## src/hw/bdr_pkg.sv

```systemverilog
/*
  constants, opcode patterns and types for the decimal adjust, decrement,
  rotate and return execution unit.
  assumes: an 8-bit core with 16-bit instruction words and a classic
  wishbone register port with 32-bit data.
*/
`default_nettype none
package bdr_pkg;
  // datapath widths
  localparam int ACC_W     = 8;
  localparam int FILE_AW   = 12;
  localparam int PC_W      = 21;
  localparam int BANK_W    = 4;
  localparam int STATUS_W  = 5;
  localparam int INSTR_W   = 16;
  localparam int WB_AW     = 8;
  localparam int WB_DW     = 32;
  localparam int STACK_DEP = 31;

  // register byte addresses
  localparam logic [7:0] ADR_CTRL      = 8'h00;
  localparam logic [7:0] ADR_ACC       = 8'h04;
  localparam logic [7:0] ADR_FLAGS     = 8'h08;
  localparam logic [7:0] ADR_BANK      = 8'h0C;
  localparam logic [7:0] ADR_SH_ACC    = 8'h10;
  localparam logic [7:0] ADR_SH_FLAGS  = 8'h14;
  localparam logic [7:0] ADR_SH_BANK   = 8'h18;
  localparam logic [7:0] ADR_IDX_BASE  = 8'h1C;
  localparam logic [7:0] ADR_PC        = 8'h20;
  localparam logic [7:0] ADR_PCL_UPPER = 8'h24;
  localparam logic [7:0] ADR_PCL_HIGH  = 8'h28;
  localparam logic [7:0] ADR_STACK     = 8'h2C;
  localparam logic [7:0] ADR_STATE     = 8'h30;

  // control and state register fields
  localparam int CTRL_EXT_BIT  = 0;
  localparam int STATE_BUSY    = 0;
  localparam int STATE_SP_LSB  = 8;

  // status flag positions
  localparam int ST_C  = 0;
  localparam int ST_DC = 1;
  localparam int ST_Z  = 2;
  localparam int ST_OV = 3;
  localparam int ST_N  = 4;

  // opcode patterns and fields
  localparam logic [15:0] OPC_DECADJ = 16'h0007;
  localparam logic [5:0]  OPC_DECREMENT_FILE   = 6'h01;
  localparam logic [5:0]  OPC_RLC    = 6'h0D;
  localparam logic [14:0] OPC_RET    = 15'h0009;
  localparam int OPC_D_BIT = 9;
  localparam int OPC_A_BIT = 8;
  localparam int OPC_S_BIT = 0;

  // arithmetic and addressing constants
  localparam logic [3:0]  NIB_MAX         = 4'h9;
  localparam logic [3:0]  NIB_ADJ         = 4'h6;
  localparam logic [7:0]  ONE_BYTE        = 8'h01;
  localparam logic [7:0]  SIGN_MIN        = 8'h80;
  localparam logic [7:0]  ILO_TOP         = 8'h5F;
  localparam logic [7:0]  ACCESS_LOW_TOP  = 8'h7F;
  localparam logic [3:0]  ACCESS_HIGH_BNK = 4'hF;

  typedef enum logic [1:0] {
    BDR_OP_NONE,
    BDR_OP_DECADJ,
    BDR_OP_DECREMENT_FILE,
    BDR_OP_RLC
  } bdr_op_e;

  typedef enum logic [2:0] {
    BDR_PH_IDLE,
    BDR_PH_Q1,
    BDR_PH_Q2,
    BDR_PH_Q3,
    BDR_PH_Q4
  } bdr_phase_e;
endpackage : bdr_pkg
`default_nettype wire

```

## src/hw/bdr_alu_if.sv

```systemverilog
/*
  interface between the sequencer and the arithmetic unit.
  assumes: both ends in the core clock domain; the path is combinational.
*/
`default_nettype none
interface bdr_alu_if;
  bdr_pkg::bdr_op_e               op;
  logic [bdr_pkg::ACC_W-1:0]      operand;
  logic [bdr_pkg::STATUS_W-1:0]   flags_in;
  logic [bdr_pkg::ACC_W-1:0]      result;
  logic [bdr_pkg::STATUS_W-1:0]   flags_out;

  modport core (output op, operand, flags_in, input result, flags_out);
  modport alu  (input op, operand, flags_in, output result, flags_out);
endinterface : bdr_alu_if
`default_nettype wire

```

## src/hw/bdr_alu.sv

```systemverilog
/*
  combinational arithmetic for decimal adjust, decrement and rotate left
  through carry; computes the result byte and the full next flag set.
  assumes: the sequencer registers the outputs before use.
*/
`default_nettype none
module bdr_alu (
  bdr_alu_if.alu a_if
);
  logic [8:0] lo_sum;
  logic       lo_fix;
  logic       hi_fix;
  logic [7:0] dec_res;

  // result and flags per operation
  always_comb begin
    a_if.result    = a_if.operand;
    a_if.flags_out = a_if.flags_in;
    lo_fix  = (a_if.operand[3:0] > bdr_pkg::NIB_MAX)
              || a_if.flags_in[bdr_pkg::ST_DC];
    lo_sum  = lo_fix ? {1'b0, a_if.operand} + {5'h00, bdr_pkg::NIB_ADJ}
                     : {1'b0, a_if.operand};
    hi_fix  = (lo_sum[7:4] > bdr_pkg::NIB_MAX) || lo_sum[8]
              || a_if.flags_in[bdr_pkg::ST_C];
    dec_res = a_if.operand - bdr_pkg::ONE_BYTE;
    unique case (a_if.op)
      bdr_pkg::BDR_OP_NONE: begin
      end
      bdr_pkg::BDR_OP_DECADJ: begin
        // upper nibble correction sets carry, other flags kept
        a_if.result[3:0] = lo_sum[3:0];
        a_if.result[7:4] = hi_fix ? lo_sum[7:4] + bdr_pkg::NIB_ADJ
                                  : lo_sum[7:4];
        if (hi_fix) begin
          a_if.flags_out[bdr_pkg::ST_C] = 1'b1;
        end
      end
      bdr_pkg::BDR_OP_DECREMENT_FILE: begin
        a_if.result = dec_res;
        a_if.flags_out[bdr_pkg::ST_C]  = (a_if.operand != 8'h00);
        a_if.flags_out[bdr_pkg::ST_DC] = (a_if.operand[3:0] != 4'h0);
        a_if.flags_out[bdr_pkg::ST_Z]  = (dec_res == 8'h00);
        a_if.flags_out[bdr_pkg::ST_N]  = dec_res[7];
        a_if.flags_out[bdr_pkg::ST_OV] = (a_if.operand == bdr_pkg::SIGN_MIN);
      end
      bdr_pkg::BDR_OP_RLC: begin
        a_if.result = {a_if.operand[6:0],
                       a_if.flags_in[bdr_pkg::ST_C]};
        a_if.flags_out[bdr_pkg::ST_C] = a_if.operand[7];
        a_if.flags_out[bdr_pkg::ST_Z] =
          ({a_if.operand[6:0], a_if.flags_in[bdr_pkg::ST_C]} == 8'h00);
        a_if.flags_out[bdr_pkg::ST_N] = a_if.operand[6];
      end
    endcase
  end
endmodule : bdr_alu
`default_nettype wire

```

## src/hw/bdr_exec_unit.sv

```systemverilog
/*
  execution unit: decimal adjust, decrement of a file register, rotate
  left through carry and return with optional shadow restore. each
  instruction cycle is four clocks (q1..q4). registers over wishbone.
  assumes: the decoder holds instr_valid_i until instr_ready_o; the file
  register memory returns read data one clock after file_rd_o.
*/
`default_nettype none
// Summary of operation
// - decimal adjust adds 6 to lower nibble when correction applies.
// - decrement subtracts one; destination bit picks accumulator or file.
// - access bit 0 uses access bank, 1 uses bank select register.
// - access 0 with extended set uses indexed offset for f up to 95.
// - return decodes from pattern ending 001s; two cycles, second idle.
// - return pops stack into program counter during fourth quarter.
// - restore flag 1 copies shadow accumulator, flags, bank select back.
// - restore flag 0 leaves those untouched; return then changes no flag.
// - return leaves upper and high program counter latches unchanged.
// - rotate shifts bits up, bit 7 into carry, carry into bit 0.
// - rotate destination bit picks accumulator or file register.
module bdr_exec_unit #(
  parameter int STACK_DEPTH = bdr_pkg::STACK_DEP
) (
  input  wire logic                          clk_i,
  input  wire logic                          rst_i,
  input  wire logic                          wb_cyc_i,
  input  wire logic                          wb_stb_i,
  input  wire logic                          wb_we_i,
  input  wire logic [bdr_pkg::WB_AW-1:0]     wb_adr_i,
  input  wire logic [3:0]                    wb_sel_i,
  input  wire logic [bdr_pkg::WB_DW-1:0]     wb_dat_i,
  output logic      [bdr_pkg::WB_DW-1:0]     wb_dat_o,
  output logic                               wb_ack_o,
  input  wire logic                          instr_valid_i,
  input  wire logic [bdr_pkg::INSTR_W-1:0]   instr_i,
  output logic                               instr_ready_o,
  output logic                               instr_done_o,
  output logic      [bdr_pkg::FILE_AW-1:0]   file_addr_o,
  output logic                               file_rd_o,
  input  wire logic [bdr_pkg::ACC_W-1:0]     file_rdata_i,
  output logic                               file_we_o,
  output logic      [bdr_pkg::ACC_W-1:0]     file_wdata_o,
  output logic      [bdr_pkg::PC_W-1:0]      pc_o,
  output logic                               pc_load_o
);
  localparam int SP_W = $clog2(STACK_DEPTH + 1);

  bdr_alu_if alu_bus ();

  bdr_pkg::bdr_phase_e              phase_q, phase_d;
  logic                             idle_cyc_q, idle_cyc_d;
  logic [bdr_pkg::INSTR_W-1:0]      instr_q, instr_d;
  logic [bdr_pkg::ACC_W-1:0]        acc_q, acc_d, sh_acc_q, sh_acc_d;
  logic [bdr_pkg::STATUS_W-1:0]     flags_q, flags_d, sh_flags_q, sh_flags_d;
  logic [bdr_pkg::STATUS_W-1:0]     res_flags_q, res_flags_d;
  logic [bdr_pkg::BANK_W-1:0]       bank_q, bank_d, sh_bank_q, sh_bank_d;
  logic [bdr_pkg::FILE_AW-1:0]      idx_base_q, idx_base_d;
  logic [bdr_pkg::FILE_AW-1:0]      faddr_q, faddr_d;
  logic [bdr_pkg::PC_W-1:0]         pc_q, pc_d;
  logic [bdr_pkg::ACC_W-1:0]        pcl_up_q, pcl_up_d, pcl_hi_q, pcl_hi_d;
  logic [bdr_pkg::ACC_W-1:0]        wdata_q, wdata_d;
  logic                             ext_en_q, ext_en_d;
  logic [SP_W-1:0]                  sp_q, sp_d;
  logic [bdr_pkg::PC_W-1:0]         stack_mem [STACK_DEPTH];
  logic [bdr_pkg::PC_W-1:0]         stack_top;
  logic                             push_en;
  logic                             ack_q, ack_d;
  logic [bdr_pkg::WB_DW-1:0]        rdata_q, rdata_d;
  logic                             bus_req, bus_wr;
  logic [bdr_pkg::WB_DW-1:0]        rd_mux, wr_merged;
  bdr_pkg::bdr_op_e                 op_dec;
  logic                             is_ret, dest_file, acc_bit, restore;

  // merge a bus write into a register under byte enables
  function automatic logic [31:0] bdr_merge(input logic [31:0] old_v,
                                            input logic [31:0] new_v,
                                            input logic [3:0]  sel);
    logic [31:0] m;
    m = old_v;
    for (int i = 0; i < 4; i++) begin
      if (sel[i]) begin
        m[i*8 +: 8] = new_v[i*8 +: 8];
      end
    end
    return m;
  endfunction : bdr_merge

  // opcode decode of the held instruction
  always_comb begin
    op_dec    = bdr_pkg::BDR_OP_NONE;
    is_ret    = (instr_q[15:1] == bdr_pkg::OPC_RET);
    restore   = instr_q[bdr_pkg::OPC_S_BIT];
    dest_file = instr_q[bdr_pkg::OPC_D_BIT];
    acc_bit   = instr_q[bdr_pkg::OPC_A_BIT];
    if (instr_q == bdr_pkg::OPC_DECADJ) begin
      op_dec = bdr_pkg::BDR_OP_DECADJ;
    end else if (instr_q[15:10] == bdr_pkg::OPC_DECREMENT_FILE) begin
      op_dec = bdr_pkg::BDR_OP_DECREMENT_FILE;
    end else if (instr_q[15:10] == bdr_pkg::OPC_RLC) begin
      op_dec = bdr_pkg::BDR_OP_RLC;
    end
  end

  // arithmetic unit, operand is accumulator or fresh file read data
  assign alu_bus.op       = op_dec;
  assign alu_bus.operand  = (op_dec == bdr_pkg::BDR_OP_DECADJ) ? acc_q
                                                               : file_rdata_i;
  assign alu_bus.flags_in = flags_q;

  bdr_alu u_alu (
    .a_if (alu_bus.alu)
  );

  // stack top view; empty stack reads zero
  assign stack_top = (sp_q == '0) ? '0 : stack_mem[sp_q - SP_W'(1)];

  // wishbone request decode and read mux
  assign bus_req = wb_cyc_i && wb_stb_i;
  assign bus_wr  = bus_req && wb_we_i && ack_q;
  assign push_en = bus_wr && (wb_adr_i == bdr_pkg::ADR_STACK)
                   && (32'(sp_q) < STACK_DEPTH) && wb_sel_i[0];
  always_comb begin
    rd_mux = '0;
    unique case (wb_adr_i)
      bdr_pkg::ADR_CTRL:      rd_mux[bdr_pkg::CTRL_EXT_BIT] = ext_en_q;
      bdr_pkg::ADR_ACC:       rd_mux[7:0] = acc_q;
      bdr_pkg::ADR_FLAGS:     rd_mux[bdr_pkg::STATUS_W-1:0] = flags_q;
      bdr_pkg::ADR_BANK:      rd_mux[bdr_pkg::BANK_W-1:0] = bank_q;
      bdr_pkg::ADR_SH_ACC:    rd_mux[7:0] = sh_acc_q;
      bdr_pkg::ADR_SH_FLAGS:  rd_mux[bdr_pkg::STATUS_W-1:0] = sh_flags_q;
      bdr_pkg::ADR_SH_BANK:   rd_mux[bdr_pkg::BANK_W-1:0] = sh_bank_q;
      bdr_pkg::ADR_IDX_BASE:  rd_mux[bdr_pkg::FILE_AW-1:0] = idx_base_q;
      bdr_pkg::ADR_PC:        rd_mux[bdr_pkg::PC_W-1:0] = pc_q;
      bdr_pkg::ADR_PCL_UPPER: rd_mux[7:0] = pcl_up_q;
      bdr_pkg::ADR_PCL_HIGH:  rd_mux[7:0] = pcl_hi_q;
      bdr_pkg::ADR_STACK:     rd_mux[bdr_pkg::PC_W-1:0] = stack_top;
      bdr_pkg::ADR_STATE: begin
        rd_mux[bdr_pkg::STATE_BUSY] = (phase_q != bdr_pkg::BDR_PH_IDLE);
        rd_mux[bdr_pkg::STATE_SP_LSB +: SP_W] = sp_q;
      end
      default:                rd_mux = '0;
    endcase
  end

  // bus write data merged into the addressed register's current value
  assign wr_merged = bdr_merge(rd_mux, wb_dat_i, wb_sel_i);

  // bus handshake: ack one clock after the request, data registered
  always_comb begin
    ack_d   = bus_req && !ack_q;
    rdata_d = ack_d ? rd_mux : rdata_q;
  end

  // file address generation for the held instruction
  always_comb begin
    faddr_d = faddr_q;
    if (phase_q == bdr_pkg::BDR_PH_Q1) begin
      if (acc_bit) begin
        faddr_d = {bank_q, instr_q[7:0]};
      end else if (ext_en_q && instr_q[7:0] <= bdr_pkg::ILO_TOP) begin
        faddr_d = idx_base_q + {4'h0, instr_q[7:0]};
      end else if (instr_q[7:0] <= bdr_pkg::ACCESS_LOW_TOP) begin
        faddr_d = {4'h0, instr_q[7:0]};
      end else begin
        faddr_d = {bdr_pkg::ACCESS_HIGH_BNK, instr_q[7:0]};
      end
    end
  end

  // sequencer and architectural state next values
  always_comb begin
    phase_d     = phase_q;
    idle_cyc_d  = idle_cyc_q;
    instr_d     = instr_q;
    acc_d       = acc_q;
    flags_d     = flags_q;
    bank_d      = bank_q;
    sh_acc_d    = sh_acc_q;
    sh_flags_d  = sh_flags_q;
    sh_bank_d   = sh_bank_q;
    idx_base_d  = idx_base_q;
    pc_d        = pc_q;
    pcl_up_d    = pcl_up_q;
    pcl_hi_d    = pcl_hi_q;
    ext_en_d    = ext_en_q;
    wdata_d     = wdata_q;
    res_flags_d = res_flags_q;
    sp_d        = push_en ? sp_q + SP_W'(1) : sp_q;
    // software writes, taken at the edge where ack is high
    if (bus_wr) begin
      unique case (wb_adr_i)
        bdr_pkg::ADR_CTRL:
          ext_en_d = wr_merged[bdr_pkg::CTRL_EXT_BIT];
        bdr_pkg::ADR_ACC:
          acc_d = wr_merged[bdr_pkg::ACC_W-1:0];
        bdr_pkg::ADR_FLAGS:
          flags_d = wr_merged[bdr_pkg::STATUS_W-1:0];
        bdr_pkg::ADR_BANK:
          bank_d = wr_merged[bdr_pkg::BANK_W-1:0];
        bdr_pkg::ADR_SH_ACC:
          sh_acc_d = wr_merged[bdr_pkg::ACC_W-1:0];
        bdr_pkg::ADR_SH_FLAGS:
          sh_flags_d = wr_merged[bdr_pkg::STATUS_W-1:0];
        bdr_pkg::ADR_SH_BANK:
          sh_bank_d = wr_merged[bdr_pkg::BANK_W-1:0];
        bdr_pkg::ADR_IDX_BASE:
          idx_base_d = wr_merged[bdr_pkg::FILE_AW-1:0];
        bdr_pkg::ADR_PC:
          pc_d = wr_merged[bdr_pkg::PC_W-1:0];
        bdr_pkg::ADR_PCL_UPPER:
          pcl_up_d = wr_merged[bdr_pkg::ACC_W-1:0];
        bdr_pkg::ADR_PCL_HIGH:
          pcl_hi_d = wr_merged[bdr_pkg::ACC_W-1:0];
        default: begin
        end
      endcase
    end
    // instruction sequence; its writes win over same-cycle bus writes
    unique case (phase_q)
      bdr_pkg::BDR_PH_IDLE: begin
        if (instr_valid_i) begin
          instr_d    = instr_i;
          idle_cyc_d = 1'b0;
          phase_d    = bdr_pkg::BDR_PH_Q1;
        end
      end
      bdr_pkg::BDR_PH_Q1: phase_d = bdr_pkg::BDR_PH_Q2;
      bdr_pkg::BDR_PH_Q2: phase_d = bdr_pkg::BDR_PH_Q3;
      bdr_pkg::BDR_PH_Q3: begin
        // process: capture result and flags for the q4 write
        wdata_d     = alu_bus.result;
        res_flags_d = alu_bus.flags_out;
        phase_d     = bdr_pkg::BDR_PH_Q4;
      end
      bdr_pkg::BDR_PH_Q4: begin
        phase_d = bdr_pkg::BDR_PH_IDLE;
        if (idle_cyc_q) begin
          idle_cyc_d = 1'b0;
        end else if (is_ret) begin
          pc_d       = stack_top;
          sp_d       = (sp_q == '0) ? sp_q : sp_q - SP_W'(1);
          idle_cyc_d = 1'b1;
          phase_d    = bdr_pkg::BDR_PH_Q1;
          if (restore) begin
            acc_d   = sh_acc_q;
            flags_d = sh_flags_q;
            bank_d  = sh_bank_q;
          end
          // restore clear: acc, flags, bank and latches hold
        end else if (op_dec != bdr_pkg::BDR_OP_NONE) begin
          flags_d = res_flags_q;
          if (op_dec == bdr_pkg::BDR_OP_DECADJ || !dest_file) begin
            acc_d = wdata_q;
          end
        end
      end
    endcase
  end

  // registers
  always_ff @(posedge clk_i) begin
    if (rst_i) begin
      phase_q     <= bdr_pkg::BDR_PH_IDLE;
      idle_cyc_q  <= 1'b0;
      instr_q     <= '0;
      acc_q       <= '0;
      flags_q     <= '0;
      bank_q      <= '0;
      sh_acc_q    <= '0;
      sh_flags_q  <= '0;
      sh_bank_q   <= '0;
      idx_base_q  <= '0;
      faddr_q     <= '0;
      pc_q        <= '0;
      pcl_up_q    <= '0;
      pcl_hi_q    <= '0;
      wdata_q     <= '0;
      res_flags_q <= '0;
      ext_en_q    <= 1'b0;
      sp_q        <= '0;
      ack_q       <= 1'b0;
      rdata_q     <= '0;
    end else begin
      phase_q     <= phase_d;
      idle_cyc_q  <= idle_cyc_d;
      instr_q     <= instr_d;
      acc_q       <= acc_d;
      flags_q     <= flags_d;
      bank_q      <= bank_d;
      sh_acc_q    <= sh_acc_d;
      sh_flags_q  <= sh_flags_d;
      sh_bank_q   <= sh_bank_d;
      idx_base_q  <= idx_base_d;
      faddr_q     <= faddr_d;
      pc_q        <= pc_d;
      pcl_up_q    <= pcl_up_d;
      pcl_hi_q    <= pcl_hi_d;
      wdata_q     <= wdata_d;
      res_flags_q <= res_flags_d;
      ext_en_q    <= ext_en_d;
      sp_q        <= sp_d;
      ack_q       <= ack_d;
      rdata_q     <= rdata_d;
    end
  end

  // stack storage, written by software pushes only
  always_ff @(posedge clk_i) begin
    if (push_en) begin
      stack_mem[sp_q] <= wb_dat_i[bdr_pkg::PC_W-1:0];
    end
  end

  // outputs
  assign wb_ack_o      = ack_q;
  assign wb_dat_o      = rdata_q;
  assign instr_ready_o = (phase_q == bdr_pkg::BDR_PH_IDLE);
  assign instr_done_o  = (phase_q == bdr_pkg::BDR_PH_Q4)
                         && (idle_cyc_q || !is_ret);
  assign file_addr_o   = faddr_q;
  assign file_rd_o     = (phase_q == bdr_pkg::BDR_PH_Q2) && !idle_cyc_q
                         && (op_dec == bdr_pkg::BDR_OP_DECREMENT_FILE
                             || op_dec == bdr_pkg::BDR_OP_RLC);
  assign file_we_o     = (phase_q == bdr_pkg::BDR_PH_Q4) && !idle_cyc_q
                         && dest_file
                         && (op_dec == bdr_pkg::BDR_OP_DECREMENT_FILE
                             || op_dec == bdr_pkg::BDR_OP_RLC);
  assign file_wdata_o  = wdata_q;
  assign pc_o          = pc_q;
  assign pc_load_o     = (phase_q == bdr_pkg::BDR_PH_Q1) && idle_cyc_q;
endmodule : bdr_exec_unit
`default_nettype wire

```

## config.mk

```make
export PLATFORM = sky130hd
export DESIGN_NAME = bdr_exec_unit
export DESIGN_NICKNAME = d
export VERILOG_FILES = /design/src/hw/bdr_pkg.sv /design/src/hw/bdr_alu_if.sv /design/src/hw/bdr_alu.sv /design/src/hw/bdr_exec_unit.sv
export SDC_FILE = /design/constraint.sdc
export NUM_CORES = 1
export LEC_CHECK = 0
export ABC_AREA = 1
export ABC_CLOCK_PERIOD_IN_PS = 3100
export BUFFER_PORTS_ARGS = -buffer_cell sky130_fd_sc_hd__clkbuf_2
export CAP_MARGIN = 20
export CORE_UTILIZATION = 25
export DETAILED_ROUTE_END_ITERATION = 16
export GPL_ROUTABILITY_DRIVEN = 1
export HOLD_SLACK_MARGIN = 0.03
export PLACE_DENSITY = 0.37
export REMOVE_ABC_BUFFERS = 1
export SLEW_MARGIN = 40
export SYNTH_ARGS = -nofsm -noshare
export SYNTH_HDL_FRONTEND = slang
export SYNTH_HIERARCHICAL = 1
export SYNTH_SLANG_ARGS = --single-unit
export TNS_END_PERCENT = 5
```

## constraint.sdc

```tcl
create_clock -name clk_i -period 3.1 [get_ports clk_i]
set_input_delay 0 -clock clk_i [delete_from_list [all_inputs] [get_ports clk_i]]
set_output_delay 0 -clock clk_i [all_outputs]
set_load 0.02 [all_outputs]
```

==> flow_metrics.tcl, run 1 <==
set metrics [dict create \
    crit_required_ns 3.71 \
    clockPowerShare_pct 46.2 \
    grt_pass1_vias 26200 \
    wl_per_cell_um 23.2 \
    worst_pin_slew_ns 0.865 \
    fin_cells 5781 \
    slowest_delay_ns 0.36 \
    drt-initial-drc-count 2233 \
    skew_ns 0.0322 \
    area_growth_pct 20.9 \
    synth_flop_cell "edfxtp_1" \
    fp.dieH_um 382 \
    final_max_slew_viol_count 0 \
    fin_area_sq_um 43600 \
    grt_pass1_wl_um 194000 \
    vias_per_cell 4.66 \
    dp.cells 5528 \
    worstPathCellList "inv_2, nand2_1, nor4_4, nand3b_4, mux2_2, inv_1, ha_1, nand2_4, nand3_4, nand2_8, nand2_2, nand2_2, nand2_4, ha_1, inv_1, nand2_1, nand2_1, nand2_1, nand3_1, nand3_1, nor2_1, nor2_1" \
    htreeDepth 3 \
    vias 26900 \
    critPathTopFamily "simple AND/OR/NAND/NOR gates" \
    intPower_mw 18.5 \
    period_share_pct 93.1 \
    cts_tree "done" \
    setup_viol 0 \
    fill_cells 14800 \
    slew_headroom_pct 42.3 \
    crit_path_max_fanout 10 \
    wirelength_um 134000 \
    dieArea_sq_um 146000 \
    crit_buf_inv 3 \
    clk_pin_slew_ns 0.06 \
    core_area_sq_um 142000 \
    clock_latency_ns 0.72 \
    layout_setup_ws_ns 0.215 \
    synthArstFlopShare_pct 0 \
    avgSynthCellArea_sq_um 10.2 \
    drc 0 \
    place_area_sq_um 39700 \
    grt_max_degree 131 \
    grt_usage_pct 18.3 \
    crit_slowest_cell "dfxtp_1" \
    yosysUniqueCellTypes 52 \
    start_kind "flip-flop" \
    dpl_worst_slack_ns 0.107 \
    syn_area_sq_um 36000 \
    cp-end-kind "flip-flop" \
    layout-drive-gt1-share_pct 15.7 \
    ios 153 \
    max-cap-violations 0 \
    drtPass1Iterations 7 \
    root_buffer "clkbuf_16" \
    p_sw_mw 5.52 \
    gp_congestion 0.800 \
    cpMostUsedCell "nand2_1" \
    synth_edf_count 651 \
    ys_ff_latch 807 \
    crit_type "flip-flop to flip-flop" \
    hp-class "input pin to flip-flop" \
    final_core_util_pct 30.6 \
    fin_crit_ns 2.89 \
    hold_viol_final 0 \
    max_freq_mhz 347 \
    ys_seq_area_share_pct 62.9 \
    postCtsSetupBuffers 0 \
    seq_power_share_pct 49.3 \
    ant_nets 0 \
    p_leak_nw 15.9 \
    place_hpwl_um 83800 \
    die_x_um 382 \
    p_per_area_nw_per_um2 552 \
    cts_buffers 97 \
    cp_data_arrival_time_ns 3.49 \
    syn-instance-count 3545 \
    p_comb_share_pct 4.6 \
    ctsLongestPathBuffers 3 \
    rsz0062_at_grt "true" \
    yosysTopAreaCell "edfxtp_1" \
    ir_drop_mv 0.389 \
    switching_share_pct 23.0 \
    grt.overflow.total 0 \
    initial_utilization_pct 25.3 \
    clock-sinks 807 \
    synth_top_area_share_pct 54.3 \
    synthTopCellsByArea "edfxtp_1 (54%), nand2_1 (9.6%), nand3_1 (9.2%), dfxtp_1 (8.7%), a21oi_1 (2.3%)" \
    portBuffers 129 \
    p_total_mw 24.0 \
    ys_warn_count 6 \
    rows 138 \
    outcome "completed" \
    antenna_found_initial 3 \
    register_area_sq_um 22700 \
    fin_nets 3902 \
    multi_input_area_sq_um 11800 \
]
==> cell usage in the layout, fill, tap and decap left out, types with 121 or more instances in the layout <==
| cell | synthesis | routed |
|---|---|---|
| nand3_1 | 664 | 663 |
| nor2_1 | 191 | 161 |
| edfxtp_1 | 651 | 651 |
| inv_1 | 125 | 124 |
| a21oi_1 | 166 | 166 |
| o21ai_0 | 153 | 152 |
| clkbuf_2 | 0 | 128 |
| nand2_1 | 922 | 922 |
| dfxtp_1 | 156 | 154 |
| buf_4 | 56 | 121 |
==> path summary, 6_finish.rpt <==
path	startpoint	endpoint	slack [ns]	cells past startpoint
worst min-delay path	file_rdata_i[2]	file_wdata_o[2]	0.03	7
worst max register to register	instr_q[5]	file_wdata_o[7]	0.21	22
worst max-delay path	instr_q[5]	file_wdata_o[7]	0.21	22
worst min register to register	file_addr_o[6]	file_addr_o[6]	0.47	2
==> power groups by stage <==
stage	combinational [mW]	sequential (mW)	clock, mW
2_1_floorplan	0.428	12.1	0
3_3_place_gp	1.02	12.1	0
3_5_place_dp	1.02	12.1	0
5_1_grt	1.21	11.8	11.8
4_1_cts	1.10	11.8	11.4
6_report	1.10	11.8	11.1
==> cell families after synthesis <==
family          Yosys count  share of synthesized area [%]
other cells               1                         0.0104
buf+inv                 360                           5.43
xor+xnor                 11                          0.267
compound gates          414                           6.27
flops                   807                           62.9
simple gates           1931                           24.3
fa+ha+maj                19                          0.681
mux                       2                         0.0625
==> flip-flops by register name, indices dropped and copies added (netlist names) <==
register	cells
acc_q	8
pcl_hi_q	8
file_addr_o	12
phase_q	3
wb_ack_o	1
stack_mem	651
pcl_up_q	8
pc_o	21
wb_dat_o	21
ext_en_q	1
sh_bank_q	4
res_flags_q	5
alu_bus.flags_in	5
idx_base_q	12
sh_flags_q	5
bank_q	4
sh_acc_q	8
instr_q	16
idle_cyc_q	1
file_wdata_o	8
sp_q	5
==> worst min-delay path: cells and delay by family <==
family | cells | cell delay, ns
and+or+nand+nor | 4 | 0.27
muxes | 1 | 0.18
buffers and inverters | 2 | 0.25
==> layer usage <==
layer | track usage (%) | part of all wire (%) | routed length (um) | vias up
li1 | - | - | - | 12900
met5 | 0 | 0 | 0 | -
met3 | 2.70 | 4.6 | 6200 | 127
met1 | 26.5 | 49 | 65300 | 13300
met2 | 28.3 | 45 | 60300 | 638
met4 | 4.51 | 1.8 | 2410 | 0
==> per-stage QoR <==
step	hold slack [ns]	TNS [ns]
final	0.0308	0
after global routing	0.0694	-0.0791
after CTS	0.0413	0
after detailed placement	0.293	0
after global placement	0.293	0
after floorplan	0.0691	-6128.39
==> cell usage after synthesis, types with 9 or more instances <==
cell and number:
nand2_1 922, nand3_1 664, edfxtp_1 651, nor2_1 191, a21oi_1 166, dfxtp_1 156
o21ai_0 153, inv_1 125, buf_2 72, buf_4 56, o211ai_1 49, clkbuf_1 40
buf_6 39, nand3_2 23, inv_2 21, or2_2 21, nand2_2 20, o21ai_1 19
ha_1 18, nand4_1 15, nor3_1 15, nor2_2 14, nor2_4 10, xor2_1 10
a31oi_1 9, nand2_4 9, nor3_2 9
==> timing repair <==
action                     CTS  global route
hold endpoints to repair   456            31
hold buffers                71             1
setup endpoints to repair    0            10
gates resized for setup      0            11
==> area by class of cell <==
cell class                 instances  share of cell area [%]
sequential                       807                    52.0
multi-input combinational       2388                    27.0
timing repair buffer             365                    7.19
clock buffer                     139                    6.14
tap                             1890                    5.43
inverter                         150                    1.36
clock inverter                    41                   0.830
antenna                            1                 0.00574
(Power assumes the default switching activity.)
==> run 2: changes to the inputs <==
ABC_CLOCK_PERIOD_IN_PS = 3700   (was 3100)
CORE_MARGIN = 1   (was not set)
PLACE_DENSITY = 0.36   (was 0.37)
clock period = 3.7 ns   (was 3.1 ns; I/O delays follow)
==> run 2 against run 1 <==
Worst setup slack better by 0.16 ns. Clock skew down 0.0035 ns. Sequential share of layout area up 0.71 points. Fmax down 13%. Via count down 1.0%. Critical path depth down 1. Combinational power down 20%. Cell count down 0.81%. Routed wire length down 1.3%. Utilization down 0.42 points. Largest cell class unchanged.
==> flow_metrics.tcl, run 2 (same netlist as run 1, synthesis figures left out) <==
set metrics [dict create \
    grt_usage_pct 18.0 \
    setup_viol 0 \
    place_area_sq_um 39200 \
    root_buffer "clkbuf_16" \
    crit_required_ns 4.30 \
    ir_drop_mv 0.334 \
    drt-initial-drc-count 2127 \
    core_area_sq_um 142000 \
    htreeDepth 3 \
    start_kind "flip-flop" \
    cts_tree "done" \
    p_total_mw 19.9 \
    outcome "completed" \
    clock_latency_ns 0.72 \
    wirelength_um 132000 \
    hp-class "input pin to flip-flop" \
    cts_buffers 97 \
    fill_cells 14900 \
    clock-sinks 807 \
    most-common-layout-cells "nand2_1 (921), nand3_1 (663), edfxtp_1 (651)" \
    p_leak_nw 15.6 \
    grt_max_degree 146 \
    initial_utilization_pct 25.3 \
    portBuffers 129 \
    clk_pin_slew_ns 0.06 \
    cp-end-kind "flip-flop" \
    max-cap-violations 0 \
    rsz0062_at_grt "false" \
    fin_cells 5734 \
    vias_per_cell 4.65 \
    rows 138 \
    ctsLongestPathBuffers 3 \
    fin_crit_ns 3.33 \
    largest_register_ffs 651 \
    fin_area_sq_um 43000 \
    cp_data_arrival_time_ns 3.93 \
    p_per_area_nw_per_um2 463 \
    dp.cells 5476 \
    fin_nets 3851 \
    antenna_found_initial 5 \
    die_x_um 382 \
    layout-drive-gt1-share_pct 14.4 \
    area_growth_pct 19.3 \
    hold-worst-slack_ns 0.0648 \
    dieArea_sq_um 146000 \
    grt_pass1_vias 26200 \
    slew_headroom_pct 42.9 \
    ant_nets 0 \
    vias 26700 \
    period_share_pct 89.9 \
    hold_viol_final 0 \
    grt.overflow.total 0 \
    worst_pin_slew_ns 0.856 \
    final_common_cell "nand2_1" \
    skew_ns 0.0286 \
    drc 0 \
    max_freq_mhz 301 \
    drtPass1Iterations 6 \
    gp_congestion 0.830 \
    fp.dieH_um 382 \
    top_register "stack_mem" \
    ios 153 \
    final_max_slew_viol_count 0 \
    setup_tns_ns 0 \
    wl_per_cell_um 23.1 \
    crit_path_max_fanout 10 \
    cts_resized 0 \
    grt_pass1_wl_um 191000 \
    crit_type "flip-flop to flip-flop" \
    place_hpwl_um 80700 \
]
[run 2: layout make-up]
class	instances	area, sq um	area share, %
diodes	3	7.51	0.0175
clock buffers	136	2710	6.29
clock inverters	46	298	0.693
inverters	150	589	1.37
multi-input cells	2388	11700	27.2
flip-flops and latches	807	22700	52.8
well taps	1890	2360	5.50
repair buffers	314	2630	6.11
[run 2: path summary, 6_finish.rpt]
kind | start | slack, ns | endpoint | cells past startpoint
setup / recovery | instr_q[8] | 0.37 | file_wdata_o[7] | 21
hold / removal | wb_dat_i[20] | 0.06 | stack_mem[7][20] | 1
setup reg to reg | instr_q[8] | 0.37 | file_wdata_o[7] | 21
hold reg to reg | file_addr_o[6] | 0.47 | file_addr_o[6] | 2
[run 2: per-layer routing]
metal	share of wire (%)	up-vias	track usage [%]	wire length [um]
met1	48	13100	25.7	64200
met2	45	573	28.1	59900
met3	4.0	161	2.66	5310
li1	-	12800	-	-
met4	2.3	2	4.71	3020
met5	0.0068	-	0	9
[run 2: per-stage QoR]
step	setup WS, ns	util (%)
2_1_floorplan	-14.24	-
3_3_place_gp	0.333	27.5
3_5_place_dp	0.388	27.6
4_1_cts	0.354	30.2
5_1_grt	0.0377	30.2
6_report	0.375	30.2
[run 2: power breakdown]
group | internal, mW | switching [mW]
Combinational | 0.264 | 0.612
Clock | 5.11 | 4.02
Sequential | 9.85 | 0.0640
Total | 15.2 | 4.69
[run 2: worst max-delay path, cell delays in order (launching register included)]
cell      delay [ns]
dfxtp_1         0.38
nor2_1          0.18
nand4_1         0.15
nand3b_2        0.40
mux2_2          0.49
inv_8           0.06
ha_1            0.23
inv_1           0.18
nand3_1         0.11
nand2_1         0.08
nand2_2         0.05
nand2_2         0.07
inv_2           0.06
ha_1            0.20
inv_1           0.06
nand2_1         0.05
nand2_1         0.07
nand2_1         0.05
nand3_1         0.08
nand3_1         0.07
nor2_1          0.12
nor2_1          0.07
[run 2: what timing repair did]
action / in CTS / in global routing
hold buffers: 71 / 2
buffers inserted: 0 / 0
hold endpoints to repair: 508 / 62
